### src/rtl/cfg_readout_pkg.sv
// Package: constants and carrier types for the serial configuration read-out block
package cfg_readout_pkg;
  // ----------------------------------------
  // Memory geometry
  // ----------------------------------------
  localparam int unsigned MEM_DEPTH = 1048576;
  localparam int unsigned ADDR_W = 20;
  localparam logic [19:0] ADDR_MAX = 20'hfffff;
  localparam logic [19:0] ADDR_RESET = 20'h00000;
  localparam int unsigned FIFO_DEPTH = 32;
  localparam int unsigned FIFO_W = 1;
  localparam int unsigned FIFO_PTR_W = 5;
  // ----------------------------------------
  // Pin synchroniser and polarity
  // ----------------------------------------
  localparam int unsigned SYNC_STAGES = 3;
  localparam logic POLARITY_RESET_LOW = 1'b0;
  localparam logic [2:0] SYNC_RESET = 3'h7;
  // ----------------------------------------
  // Read-out state
  // ----------------------------------------
  typedef enum logic [1:0] {ST_RESET, ST_STANDBY, ST_READ, ST_PROGRAM} mode_t;
  typedef struct packed {
    logic chip_sel_n;
    logic rst_oe;
    logic program_select_n;
    logic sclk;
  } pins_t;
  typedef struct packed {
    logic data_o;
    logic data_oe;
    logic chain_enable_out_n;
  } drive_t;
endpackage : cfg_readout_pkg

### src/rtl/bit_fifo.sv
// Bit FIFO: parameterised buffer between memory read port and serial driver
`timescale 1ns/1ps
`default_nettype none
module bit_fifo #(
  parameter int unsigned WIDTH = 1,
  parameter int unsigned DEPTH = 32,
  parameter int unsigned PTR_W = 5
) (
  // Clock and reset
  input wire logic clk_sys_i,
  input wire logic rst_i,
  input wire logic flush_i,
  // Write side
  input wire logic wr_valid_i,
  output logic wr_ready_o,
  input wire logic [WIDTH-1:0] wr_data_i,
  // Read side
  output logic rd_valid_o,
  input wire logic rd_ready_i,
  output logic [WIDTH-1:0] rd_data_o
);
  logic [WIDTH-1:0] mem [DEPTH];
  logic [PTR_W:0] wr_ptr;
  logic [PTR_W:0] rd_ptr;
  wire full = (wr_ptr[PTR_W] != rd_ptr[PTR_W]) && (wr_ptr[PTR_W-1:0] == rd_ptr[PTR_W-1:0]);
  wire empty = (wr_ptr == rd_ptr);
  wire do_wr = wr_valid_i && !full;
  wire do_rd = rd_ready_i && !empty;
  assign wr_ready_o = !full;
  assign rd_valid_o = !empty;
  assign rd_data_o = mem[rd_ptr[PTR_W-1:0]];
  always_ff @(posedge clk_sys_i) begin
    if (do_wr) begin
      mem[wr_ptr[PTR_W-1:0]] <= wr_data_i;
    end
  end
  always_ff @(posedge clk_sys_i) begin
    if (rst_i || flush_i) begin
      wr_ptr <= '0;
      rd_ptr <= '0;
    end else begin
      if (do_wr) begin
        wr_ptr <= wr_ptr + 1'b1;
      end
      if (do_rd) begin
        rd_ptr <= rd_ptr + 1'b1;
      end
    end
  end
endmodule : bit_fifo
`default_nettype wire

### src/rtl/cfg_readout.sv
// Serial configuration memory read-out with cascade, standby and programming mode
// What this block does
// RULE_01: After last bit, chain enable low, data floats
// RULE_02: Downstream drives data once chip select low
// RULE_03: Active reset level clears address counter
// RULE_04: System may hold reset input inactive forever
// RULE_05: Reset input polarity is selectable
// RULE_06: Program select low enters programming mode
// RULE_07: Chip select high: standby, counters frozen
// RULE_08: Standby keeps data floating regardless of reset
// RULE_09: Reset level clears counters, floats data
// RULE_10: Selected and not reset: count, drive data
// RULE_11: Chain enable holds, follows select, then high
// RULE_12: Address counter cleared at power-up
// RULE_13: Next bit shown after each counted edge
// RULE_14: Full megabit address, end at maximum
`timescale 1ns/1ps
`default_nettype none
module cfg_readout (
  // Clock and reset
  input wire logic clk_sys_i,
  input wire logic rst_i,
  // Control pins from the master
  input wire logic chip_sel_n_i,
  input wire logic rst_oe_i,
  input wire logic program_select_n_i,
  input wire logic sclk_i,
  // Polarity setting: 0 means low level resets
  input wire logic reset_polarity_i,
  // Memory read port
  output logic [19:0] mem_addr_o,
  output logic mem_rd_o,
  input wire logic mem_data_i,
  // Serial data pin and cascade output
  output logic data_o,
  output logic data_oe_o,
  output logic chain_enable_out_n_o,
  // Status
  output logic program_mode_o,
  output logic standby_o
);
  // ----------------------------------------
  // Pin synchronisers
  // ----------------------------------------
  logic [2:0] sync_ce;
  logic [2:0] sync_ro;
  logic [2:0] sync_ps;
  logic [2:0] sync_ck;
  cfg_readout_pkg::pins_t pins;
  always_ff @(posedge clk_sys_i) begin
    if (rst_i) begin
      sync_ce <= cfg_readout_pkg::SYNC_RESET;
      sync_ro <= cfg_readout_pkg::SYNC_RESET;
      sync_ps <= cfg_readout_pkg::SYNC_RESET;
      sync_ck <= 3'h0;
    end else begin
      sync_ce <= {sync_ce[1:0], chip_sel_n_i};
      sync_ro <= {sync_ro[1:0], rst_oe_i};
      sync_ps <= {sync_ps[1:0], program_select_n_i};
      sync_ck <= {sync_ck[1:0], sclk_i};
    end
  end
  always_ff @(posedge clk_sys_i) begin
    if (rst_i) begin
      pins <= '{chip_sel_n: 1'b1, rst_oe: 1'b1, program_select_n: 1'b1, sclk: 1'b0};
    end else begin
      if (sync_ce[1] == sync_ce[2]) pins.chip_sel_n <= sync_ce[2];
      if (sync_ro[1] == sync_ro[2]) pins.rst_oe <= sync_ro[2];
      if (sync_ps[1] == sync_ps[2]) pins.program_select_n <= sync_ps[2];
      if (sync_ck[1] == sync_ck[2]) pins.sclk <= sync_ck[2];
    end
  end
  // ----------------------------------------
  // Mode decode
  // ----------------------------------------
  logic sclk_q;
  logic [19:0] addr;
  logic [19:0] next_addr;
  logic done;
  logic chain_n;
  logic rd_pending;
  cfg_readout_pkg::mode_t mode;
  wire reset_level = (pins.rst_oe == reset_polarity_i); // RULE_05
  wire program_mode = !pins.program_select_n; // RULE_06
  wire standby = pins.chip_sel_n && !program_mode; // RULE_07
  wire sclk_rise = pins.sclk && !sclk_q;
  wire active = !program_mode && !reset_level && !pins.chip_sel_n && !done;
  wire at_end = (addr == cfg_readout_pkg::ADDR_MAX); // RULE_14
  wire fifo_wr_ready;
  wire fifo_rd_valid;
  wire fifo_rd_data;
  wire count_edge = active && sclk_rise && fifo_rd_valid; // RULE_10
  assign next_addr = addr + 20'h00001;
  always_comb begin
    mode = cfg_readout_pkg::ST_READ;
    if (program_mode) mode = cfg_readout_pkg::ST_PROGRAM;
    else if (reset_level) mode = cfg_readout_pkg::ST_RESET;
    else if (pins.chip_sel_n) mode = cfg_readout_pkg::ST_STANDBY;
  end
  // ----------------------------------------
  // Address counter and prefetch
  // ----------------------------------------
  always_ff @(posedge clk_sys_i) begin
    if (rst_i) begin
      sclk_q <= 1'b0;
    end else begin
      sclk_q <= pins.sclk;
    end
  end
  always_ff @(posedge clk_sys_i) begin
    if (rst_i) begin
      addr <= cfg_readout_pkg::ADDR_RESET; // RULE_12
      rd_pending <= 1'b0;
    end else begin
      case (mode)
        cfg_readout_pkg::ST_RESET: begin
          addr <= cfg_readout_pkg::ADDR_RESET; // RULE_03 RULE_09
          rd_pending <= 1'b0;
        end
        cfg_readout_pkg::ST_READ: begin
          rd_pending <= 1'b0;
          if (!rd_pending && fifo_wr_ready && !done) begin
            rd_pending <= 1'b1;
          end
          if (rd_pending && !at_end) begin
            addr <= next_addr;
          end
        end
        default: begin
          rd_pending <= 1'b0; // RULE_07
          if (rd_pending && !at_end) begin
            addr <= next_addr;
          end
        end
      endcase
    end
  end
  assign mem_addr_o = addr;
  assign mem_rd_o = (mode == cfg_readout_pkg::ST_READ) && !rd_pending && fifo_wr_ready && !done;
  // ----------------------------------------
  // Bit stream and end detection
  // ----------------------------------------
  logic [20:0] out_count;
  wire last_out = (out_count[19:0] == cfg_readout_pkg::ADDR_MAX);
  always_ff @(posedge clk_sys_i) begin
    if (rst_i || mode == cfg_readout_pkg::ST_RESET) begin
      out_count <= 21'h000000; // RULE_09
      done <= 1'b0;
    end else if (count_edge) begin
      out_count <= out_count + 21'h000001;
      if (last_out) done <= 1'b1; // RULE_01
    end
  end
  bit_fifo #(
    .WIDTH(cfg_readout_pkg::FIFO_W),
    .DEPTH(cfg_readout_pkg::FIFO_DEPTH),
    .PTR_W(cfg_readout_pkg::FIFO_PTR_W)
  ) u_fifo (
    .clk_sys_i(clk_sys_i),
    .rst_i(rst_i),
    .flush_i(mode == cfg_readout_pkg::ST_RESET),
    .wr_valid_i(rd_pending),
    .wr_ready_o(fifo_wr_ready),
    .wr_data_i(mem_data_i),
    .rd_valid_o(fifo_rd_valid),
    .rd_ready_i(count_edge),
    .rd_data_o(fifo_rd_data)
  );
  // ----------------------------------------
  // Pin drivers
  // ----------------------------------------
  cfg_readout_pkg::drive_t drv;
  always_ff @(posedge clk_sys_i) begin
    if (rst_i) begin
      drv <= '{data_o: 1'b0, data_oe: 1'b0, chain_enable_out_n: 1'b1};
    end else begin
      drv.data_oe <= active && !(count_edge && last_out); // RULE_01 RULE_02 RULE_08
      if (active && fifo_rd_valid && !count_edge) drv.data_o <= fifo_rd_data; // RULE_13
      drv.chain_enable_out_n <= chain_n;
    end
  end
  always_ff @(posedge clk_sys_i) begin
    if (rst_i) begin
      chain_n <= 1'b1;
    end else if (reset_level || program_mode) begin
      chain_n <= 1'b1; // RULE_11
    end else if (count_edge && last_out) begin
      chain_n <= 1'b0; // RULE_01
    end else if (done) begin
      chain_n <= pins.chip_sel_n; // RULE_11
    end
  end
  assign data_o = drv.data_o;
  assign data_oe_o = drv.data_oe;
  assign chain_enable_out_n_o = drv.chain_enable_out_n;
  assign program_mode_o = program_mode;
  assign standby_o = standby;
endmodule : cfg_readout
`default_nettype wire

### config.mk
export PLATFORM = sky130hd
export DESIGN_NAME = cfg_readout
export DESIGN_NICKNAME = d
export VERILOG_FILES = /design/src/rtl/cfg_readout_pkg.sv /design/src/rtl/bit_fifo.sv /design/src/rtl/cfg_readout.sv
export SDC_FILE = /design/constraint.sdc
export NUM_CORES = 1
export LEC_CHECK = 0
export ABC_AREA = 1
export BUFFER_PORTS_ARGS = -buffer_cell sky130_fd_sc_hd__clkbuf_2
export CAP_MARGIN = 20
export CORE_MARGIN = 2
export CORE_UTILIZATION = 30
export DETAILED_ROUTE_END_ITERATION = 10
export SLEW_MARGIN = 20
export SYNTH_ARGS = -nofsm -noshare
export SYNTH_HDL_FRONTEND = slang
export SYNTH_HIERARCHICAL = 1
export SYNTH_SLANG_ARGS = --single-unit
### constraint.sdc
create_clock -name clk_sys_i -period 3.15 [get_ports clk_sys_i]
set_clock_uncertainty 0.2 [all_clocks]
set_input_delay 0.1575 -clock clk_sys_i [delete_from_list [all_inputs] [get_ports clk_sys_i]]
set_output_delay 0.1575 -clock clk_sys_i [all_outputs]
set_load 0.02 [all_outputs]
==> reports/summary.log, run 1 <==
qor: timing.rsz0062_at_grt false
qor: placement.placed_cells_incl_taps 981
qor: logic_synthesis.synth-warning-count 6
qor: setup_path.critical-path-max-stage-delay 570 ps
qor: setup_path.worstSetupStartpoint u_fifo/wr_ptr[2]
qor: power.cellPowerDensity 429 nW/um2
qor: setup_path.cell_chain_of_the_critical_path inv_4 > nand2_1 > nand2_2 > nor2_4 > nand4_2 > inv_1 > nor2_1 > nand2_1 > o21ai_0 > nand2_1 > nor2_1
qor: setup_path.worst-r2r-setup-slack 610 ps
qor: logic_synthesis.ys_ff_latch 112
qor: final_layout.fin_util 0.344
qor: clock_network.clock_tree.htree_level_count 3
qor: final_layout.layout.nets 782
qor: clock_network.clkSinkCount 112
qor: route.number_of_detailed_route_iterations_in_the_first_pass 5
qor: timing.slew_viol_final 0
qor: global_routing.antenna_violations_before_repair 0
qor: clock_network.clk_pin_slew_worst_paths 80 ps
qor: placement.post-dp-hpwl 8060 um
qor: timing.postLayoutSetupSlackWorst 615 ps
qor: logic_synthesis.sequential_element_share_of_the_synthesized_area 0.460
qor: final_layout.num_antenna_cells 0
qor: power.power_leakage 2.21 nW
qor: global_routing.via_count_of_the_first_global_routing_pass 4,106
qor: logic_synthesis.synth.net_count 753
qor: logic_synthesis.synth_area 5570 um2
qor: setup_path.critPathCapture out_count[2]
qor: setup_path.worstRegToRegCells 11
qor: clock_network.clk-insertion-delay-late 360 ps
qor: setup_path.timing.critical_path.mode_cell sky130_fd_sc_hd__nand2_1
qor: run.max_cap_violations 0
qor: route.first_iter_violations 240
qor: logic_synthesis.synth_top_cell_area_share 0.287
qor: timing.worstMarginPinSlew 550 ps
qor: logic_synthesis.syn-mean-instance-area 7.55 um2
qor: final_layout.postLayoutCellArea 6220 um2
qor: logic_synthesis.yosys.cell_types.count 36
qor: clock_network.tritoncts_clock_tree built
qor: logic_synthesis.synth.top_cells.by_area sky130_fd_sc_hd__dfxtp_1, sky130_fd_sc_hd__edfxtp_1, sky130_fd_sc_hd__nand2_1
qor: timing.timing.setup.tns 0 ps
qor: setup_path.crit_path_max_fanout 16
qor: global_routing.groute.usage.overall 0.125
qor: timing.slew-limit-headroom 0.633
qor: route.detail-route-antenna-nets 0
qor: logic_synthesis.synth_top_cell_by_area sky130_fd_sc_hd__dfxtp_1
qor: clock_network.tritoncts.num_buffers 9
qor: final_layout.signed_area_change_from_the_synthesized_netlist_to_the_final_layout 11.6%
qor: outcome.outcome finished, final reports clean
qor: timing.finalWorstPathRequiredPeriod 2540 ps
qor: setup_path.path_class flop to flop
qor: die.die_height 140 um
qor: logic_synthesis.netlist_instances 738
qor: timing.hold_violations 0
qor: setup_path.startpoint_type flop
qor: die.rows 49
qor: placement.pre_cts_ws 623 ps
qor: route.routedWlPerCell 11.9 um
qor: route.routed_wirelength 11,900 um
qor: setup_path.worstSetupEndpointType flop
qor: global_routing.grt_first_pass_wirelength 20,100 um
qor: clock_network.clockRootBuffer sky130_fd_sc_hd__clkbuf_16
qor: setup_path.worst-endpoint-arrival 2580 ps
qor: power.power.ir.vdd_worst 0.328 mV
qor: die.die-width 140 um
qor: die.die_footprint 19,700 um2
qor: setup_path.worstPathBufferInverterCount 2
qor: placement.gp_routability_congestion 0.863
qor: route.num_vias 4,546
qor: die.initial_utilization 0.308
qor: route.vias_per_inst 4.54
qor: global_routing.aggregate_global_routing_overflow 0
qor: hold_path.timing.hold.worst.class primary input to flop
qor: final_layout.final_common_cell sky130_fd_sc_hd__nand2_1
qor: timing.final_min_period_over_clock_period 0.805
qor: die.design.portCount 34
qor: die.design.core.area 18,100 um2
qor: timing.setup_violations 0
qor: timing.clock.fmax 0.394 GHz
qor: setup_path.critPathSlowestCell sky130_fd_sc_hd__dfxtp_1
qor: clock_network.ctsResizeCount 0
qor: route.drcViolationCount 0
qor: placement.place.port_buffers 33
qor: clock_network.clock_tree.buffer_depth 2
qor: final_layout.finalNonFillerCells 1,001
qor: setup_path.timing.rr.start u_fifo/wr_ptr[2]
qor: final_layout.layout-drive-gt1-share 0.124
qor: setup_path.critical_path.reg2reg.endpoint out_count[2]
qor: setup_path.cp.required 3190 ps
qor: final_layout.layout_common_cells sky130_fd_sc_hd__nand2_1, sky130_fd_sc_hd__nor2_1, sky130_fd_sc_hd__dfxtp_1
qor: global_routing.grt_start_max_net_pins 33
qor: setup_path.critical-path-top-delay-family simple AND/OR/NAND/NOR gates
qor: placement.placed_area 5890 um2
qor: final_layout.num-fill-cells 1,867
qor: setup_path.crit_cells 11
how the worst min path moves through the flow:
stage / from / endpoint / depth (start not counted)
after floorplan: mem_data_i / u_fifo/mem[0] / 0
after global placement: rst_oe_i / sync_ro[0] / 2
after detailed placement: program_select_n_i / sync_ps[0] / 2
after CTS: reset_polarity_i / chain_n / 6
after global routing: reset_polarity_i / chain_n / 6
final: reset_polarity_i / chain_n / 6
layout make-up:
type / count / area [um2] / area share
Clock buffer: 9 / 225 / 0.0362
Timing Repair Buffer: 41 / 235 / 0.0378
Tap cell: 229 / 287 / 0.0461
Multi-Input combinational cell: 533 / 2580 / 0.415
Clock inverter: 7 / 65.1 / 0.0105
Inverter: 70 / 265 / 0.0426
Sequential cell: 112 / 2560 / 0.412
what timing repair did:
item,in CTS,in global routing
setup buffers,0,0
hold endpoints to repair,4,0
hold buffers,4,0
layer usage:
metal | global-route usage | share of wire | vias to the layer above
li1 | - | - | 2440
met1 | 0.169 | 0.50 | 2021
met2 | 0.203 | 0.45 | 69
met3 | 0.0178 | 0.029 | 16
met4 | 0.0457 | 0.016 | 0
met5 | 0 | 0 | -
per-stage QoR:
stage          power (mW)  hold slack, ps
5_1_grt              2.76             111
4_1_cts              2.70            48.5
6_report             2.67            46.8
3_5_place_dp         1.56             142
2_1_floorplan        1.55            56.4
3_3_place_gp         1.56             141
synth_stat cells:
master / number
sky130_fd_sc_hd__nand2_1: 216
sky130_fd_sc_hd__nor2_1: 85
sky130_fd_sc_hd__dfxtp_1: 80
sky130_fd_sc_hd__nand3_1: 63
sky130_fd_sc_hd__inv_1: 60
sky130_fd_sc_hd__a21oi_1: 49
sky130_fd_sc_hd__edfxtp_1: 32
sky130_fd_sc_hd__nor3_1: 30
sky130_fd_sc_hd__xor2_1: 13
sky130_fd_sc_hd__or2_2: 10
sky130_fd_sc_hd__xnor2_1: 10
sky130_fd_sc_hd__buf_2: 9
sky130_fd_sc_hd__buf_6: 9
sky130_fd_sc_hd__nand4_1: 9
sky130_fd_sc_hd__o21ai_0: 9
sky130_fd_sc_hd__ha_1: 7
sky130_fd_sc_hd__inv_2: 6
sky130_fd_sc_hd__nand2_2: 5
sky130_fd_sc_hd__nand3_2: 5
sky130_fd_sc_hd__nor2_2: 5
sky130_fd_sc_hd__o21ai_1: 4
sky130_fd_sc_hd__clkbuf_1: 3
sky130_fd_sc_hd__clkinv_1: 3
sky130_fd_sc_hd__nand4_2: 2
sky130_fd_sc_hd__nor2_4: 2
sky130_fd_sc_hd__nor4_1: 2
sky130_fd_sc_hd__a21oi_2: 1
sky130_fd_sc_hd__buf_1: 1
sky130_fd_sc_hd__buf_4: 1
sky130_fd_sc_hd__inv_4: 1
sky130_fd_sc_hd__nand2_4: 1
sky130_fd_sc_hd__nand2_8: 1
sky130_fd_sc_hd__nand3b_1: 1
sky130_fd_sc_hd__nor3_2: 1
sky130_fd_sc_hd__nor3_4: 1
sky130_fd_sc_hd__o21ai_4: 1
worst reg2reg max path, delay by kind of cell (launching register included):
| kind | cells | cell delay, ps |
|---|---|---|
| compound gates | 1 | 150 |
| buf+inv | 2 | 330 |
| flops | 1 | 570 |
| simple gates | 8 | 1180 |
state kept, by name (all words and copies together) (netlist names), named ones only:
name,flops
sync_ps,3
u_fifo/rd_ptr,6
pins,4
sync_ck,3
mem_addr_o,20
done,1
data_oe_o,1
u_fifo/mem,32
chain_n,1
out_count,20
data_o,1
u_fifo/wr_ptr,6
sclk_q,1
sync_ce,3
rd_pending,1
chain_enable_out_n_o,1
sync_ro,3
kinds of logic (layout without fill, tap and decap cells):
group,after synthesis,count (layout),share of synthesized area
xor gates and xnor gates,23,23,0.0361
AOI/OAI and AO/OA,64,64,0.0602
DFF,112,112,0.460
and+or+nand+nor,439,439,0.350
buffers and inverters,93,127,0.0779
adders and majority gates,7,7,0.0157
report_power, final:
group,internal (mW),switching (mW)
clock network,0.559,0.579
logic,0.0159,0.0306
registers,1.48,0.00227
No activity file was read; power rests on OpenSTA's default activity.
==> run 2: changes to the inputs <==
- clock period: 3.15 -> 2.1 ns (I/O delays scaled with it)
==> reports/summary.log, run 2 (synthesized netlist as in run 1, its figures left out) <==
qor: outcome.outcome finished, final reports clean
qor: timing.slew-limit-headroom 0.643 [+0.00929]
qor: global_routing.via_count_of_the_first_global_routing_pass 4,536 [+10%]
qor: hold_path.hp-start reset_polarity_i
qor: setup_path.worst-endpoint-arrival 1620 ps [-960 ps]
qor: setup_path.crit_path_max_fanout 6 [-10]
qor: timing.hold_violations 0 [unchanged]
qor: final_layout.multiInputGateArea 2590 um2 [+0.49%]
qor: clock_network.tritoncts.num_buffers 9 [unchanged]
qor: final_layout.num-fill-cells 1,897 [+1.6%]
qor: die.design.core.area 18,100 um2 [unchanged]
qor: final_layout.layout.nets 796 [+1.8%]
qor: global_routing.antenna_violations_before_repair 0 [unchanged]
qor: setup_path.critical_path.reg2reg.endpoint u_fifo/rd_ptr[4]
qor: setup_path.path_class flop to output pin
qor: global_routing.groute.usage.overall 0.131 [+0.00654]
qor: die.design.portCount 34 [unchanged]
qor: route.detail-route-antenna-nets 0 [unchanged]
qor: placement.gp_routability_congestion 0.859 [-0.49%]
qor: timing.final_min_period_over_clock_period 0.917
qor: power.cellPowerDensity 619 nW/um2 [+44%]
qor: route.drcViolationCount 0 [unchanged]
qor: clock_network.clk-insertion-delay-late 360 ps [about the same]
qor: route.num_vias 4,690 [+3.2%]
qor: timing.fin_worst_hold_slack 13.2 ps [-33.6 ps]
qor: global_routing.grt_first_pass_wirelength 21,000 um [+4.7%]
qor: timing.setup_violations 0 [unchanged]
qor: placement.pre_cts_ws 173 ps [-450 ps]
qor: setup_path.timing.rr.start u_fifo/rd_ptr[5]
qor: setup_path.cp.required 1790 ps [-1400 ps]
qor: clock_network.postCtsSetupRepairBufs 0 [unchanged]
qor: route.vias_per_inst 4.62 [+1.7%]
qor: power.power_leakage 2.28 nW [+3.4%]
qor: final_layout.num_antenna_cells 0 [unchanged]
qor: final_layout.layout_common_cells sky130_fd_sc_hd__nand2_1, sky130_fd_sc_hd__nor2_1, sky130_fd_sc_hd__dfxtp_1
qor: global_routing.grt_start_max_net_pins 33 [unchanged]
qor: timing.postLayoutSetupSlackWorst 175 ps [-439 ps]
qor: setup_path.worstRegToRegCells 9 [-2]
qor: setup_path.worst-r2r-setup-slack 180 ps [-440 ps]
qor: timing.clock.fmax 0.520 GHz
qor: clock_network.clkSinkCount 112 [unchanged]
qor: placement.post-dp-hpwl 8870 um [+10%]
qor: hold_path.hold_end chain_n
qor: clock_network.clock_tree.htree_level_count 3 [unchanged]
qor: route.routed_wirelength 12,300 um [+3.7%]
qor: route.first_iter_violations 234 [-2.5%]
qor: hold_path.timing.hold.worst.class primary input to flop
qor: clock_network.tritoncts_clock_tree built
qor: final_layout.fin_util 0.352 [+0.00851]
qor: power.power.ir.vdd_worst 0.437 mV [+33%]
qor: setup_path.startpoint_type flop
qor: clock_network.clockRootBuffer sky130_fd_sc_hd__clkbuf_16
qor: die.die_height 140 um [unchanged]
qor: run.max_cap_violations 0 [unchanged]
qor: final_layout.area_occupied_by_registers 2570 um2 [+0.15%]
qor: placement.place.port_buffers 33 [unchanged]
qor: final_layout.layout-drive-gt1-share 0.144 [+0.0194]
qor: timing.worstMarginPinSlew 536 ps [-13.9 ps]
qor: global_routing.aggregate_global_routing_overflow 0 [unchanged]
qor: setup_path.worstSetupEndpointType output pin
qor: die.initial_utilization 0.308 [unchanged]
qor: final_layout.max_reg_flops 32 [unchanged]
qor: clock_network.clock_tree.buffer_depth 2 [unchanged]
qor: final_layout.final_common_cell sky130_fd_sc_hd__nand2_1
qor: timing.finalWorstPathRequiredPeriod 1920 ps
qor: clock_network.clk_pin_slew_worst_paths 70 ps [about the same]
qor: route.routedWlPerCell 12.2 um [+2.3%]
qor: route.number_of_detailed_route_iterations_in_the_first_pass 5 [unchanged]
qor: setup_path.worstSetupStartpoint u_fifo/rd_ptr[0]
qor: hold_path.min_delay_path_depth 6 [unchanged]
qor: die.die-width 140 um [unchanged]
qor: final_layout.signed_area_change_from_the_synthesized_netlist_to_the_final_layout 14.4%
qor: timing.slew_viol_final 0 [unchanged]
qor: die.rows 49 [unchanged]
qor: die.die_footprint 19,700 um2 [unchanged]
==> run 2: cell types whose count changed in the layout (fill, tap and decap cells not counted), sizes merged <==
cell | previous run | this run
buf | 4 | 17
clkbuf | 42 | 43
clkinv | 6 | 4
clkinvlp | 0 | 3
dlygate4sd3 | 4 | 5
inv | 71 | 69
==> run 2: stage by stage <==
stage                     TNS [ps]  cell area (um2)  instances  total power [mW]
after detailed placement         0             6020        994              2.35
after global placement           0             6020        994              2.35
after global routing         -1.42             6370       1015              4.08
after floorplan                  0             5580        738              2.32
after CTS                        0             6360       1015              4.01
final                            0             6370       1015              3.95
==> run 2: cell type report <==
| class | count | share of cell area |
|---|---|---|
| clock buffer | 10 | 0.0359 |
| clock inverter | 6 | 0.00844 |
| inverter | 70 | 0.0416 |
| multi-input combinational | 533 | 0.407 |
| sequential | 112 | 0.403 |
| tap | 229 | 0.0450 |
| timing repair buffer | 55 | 0.0597 |
==> run 2: layer usage <==
| layer | global-route usage | part of all wire | vias to the layer above |
|---|---|---|---|
| li1 | - | - | 2463 |
| met1 | 0.171 | 0.49 | 2124 |
| met2 | 0.213 | 0.45 | 86 |
| met3 | 0.0246 | 0.041 | 17 |
| met4 | 0.0574 | 0.020 | 0 |
| met5 | 0 | 0 | - |
==> run 2: how the worst max path moves through the flow <==
stage / end / cells after the start / slack [ps]
floorplan: u_fifo/rd_ptr[5] / 15 / 10
global placement: out_count[13] / 13 / 200
detailed placement: flop / 12 / 170
CTS: mem_rd_o / 7 / 90
global route: out_count[13] / 11 / -1
finish: mem_rd_o / 8 / 180
==> run 2: worst max-delay path, stage by stage, from the launching register on <==
cell	delay, ps
sky130_fd_sc_hd__dfxtp_1	440
sky130_fd_sc_hd__inv_1	60
sky130_fd_sc_hd__nand2_1	60
sky130_fd_sc_hd__nand2_1	60
sky130_fd_sc_hd__nor2_2	150
sky130_fd_sc_hd__nand4_2	140
sky130_fd_sc_hd__inv_1	120
sky130_fd_sc_hd__nor3_2	60
sky130_fd_sc_hd__clkbuf_2	180
==> run 2: what timing repair did <==
action	CTS	global route
resized for setup	1	4
endpoints found under the hold margin	14	0
gates cloned	0	0
hold buffers	5	0
endpoints found under the setup margin	1	4
==> run 2: power breakdown <==
group | total (mW) | switching, mW | internal [mW]
registers | 2.23 | 0.00325 | 2.23
logic | 0.0736 | 0.0472 | 0.0264
clock network | 1.64 | 0.820 | 0.823
total | 3.95 | 0.871 | 3.08
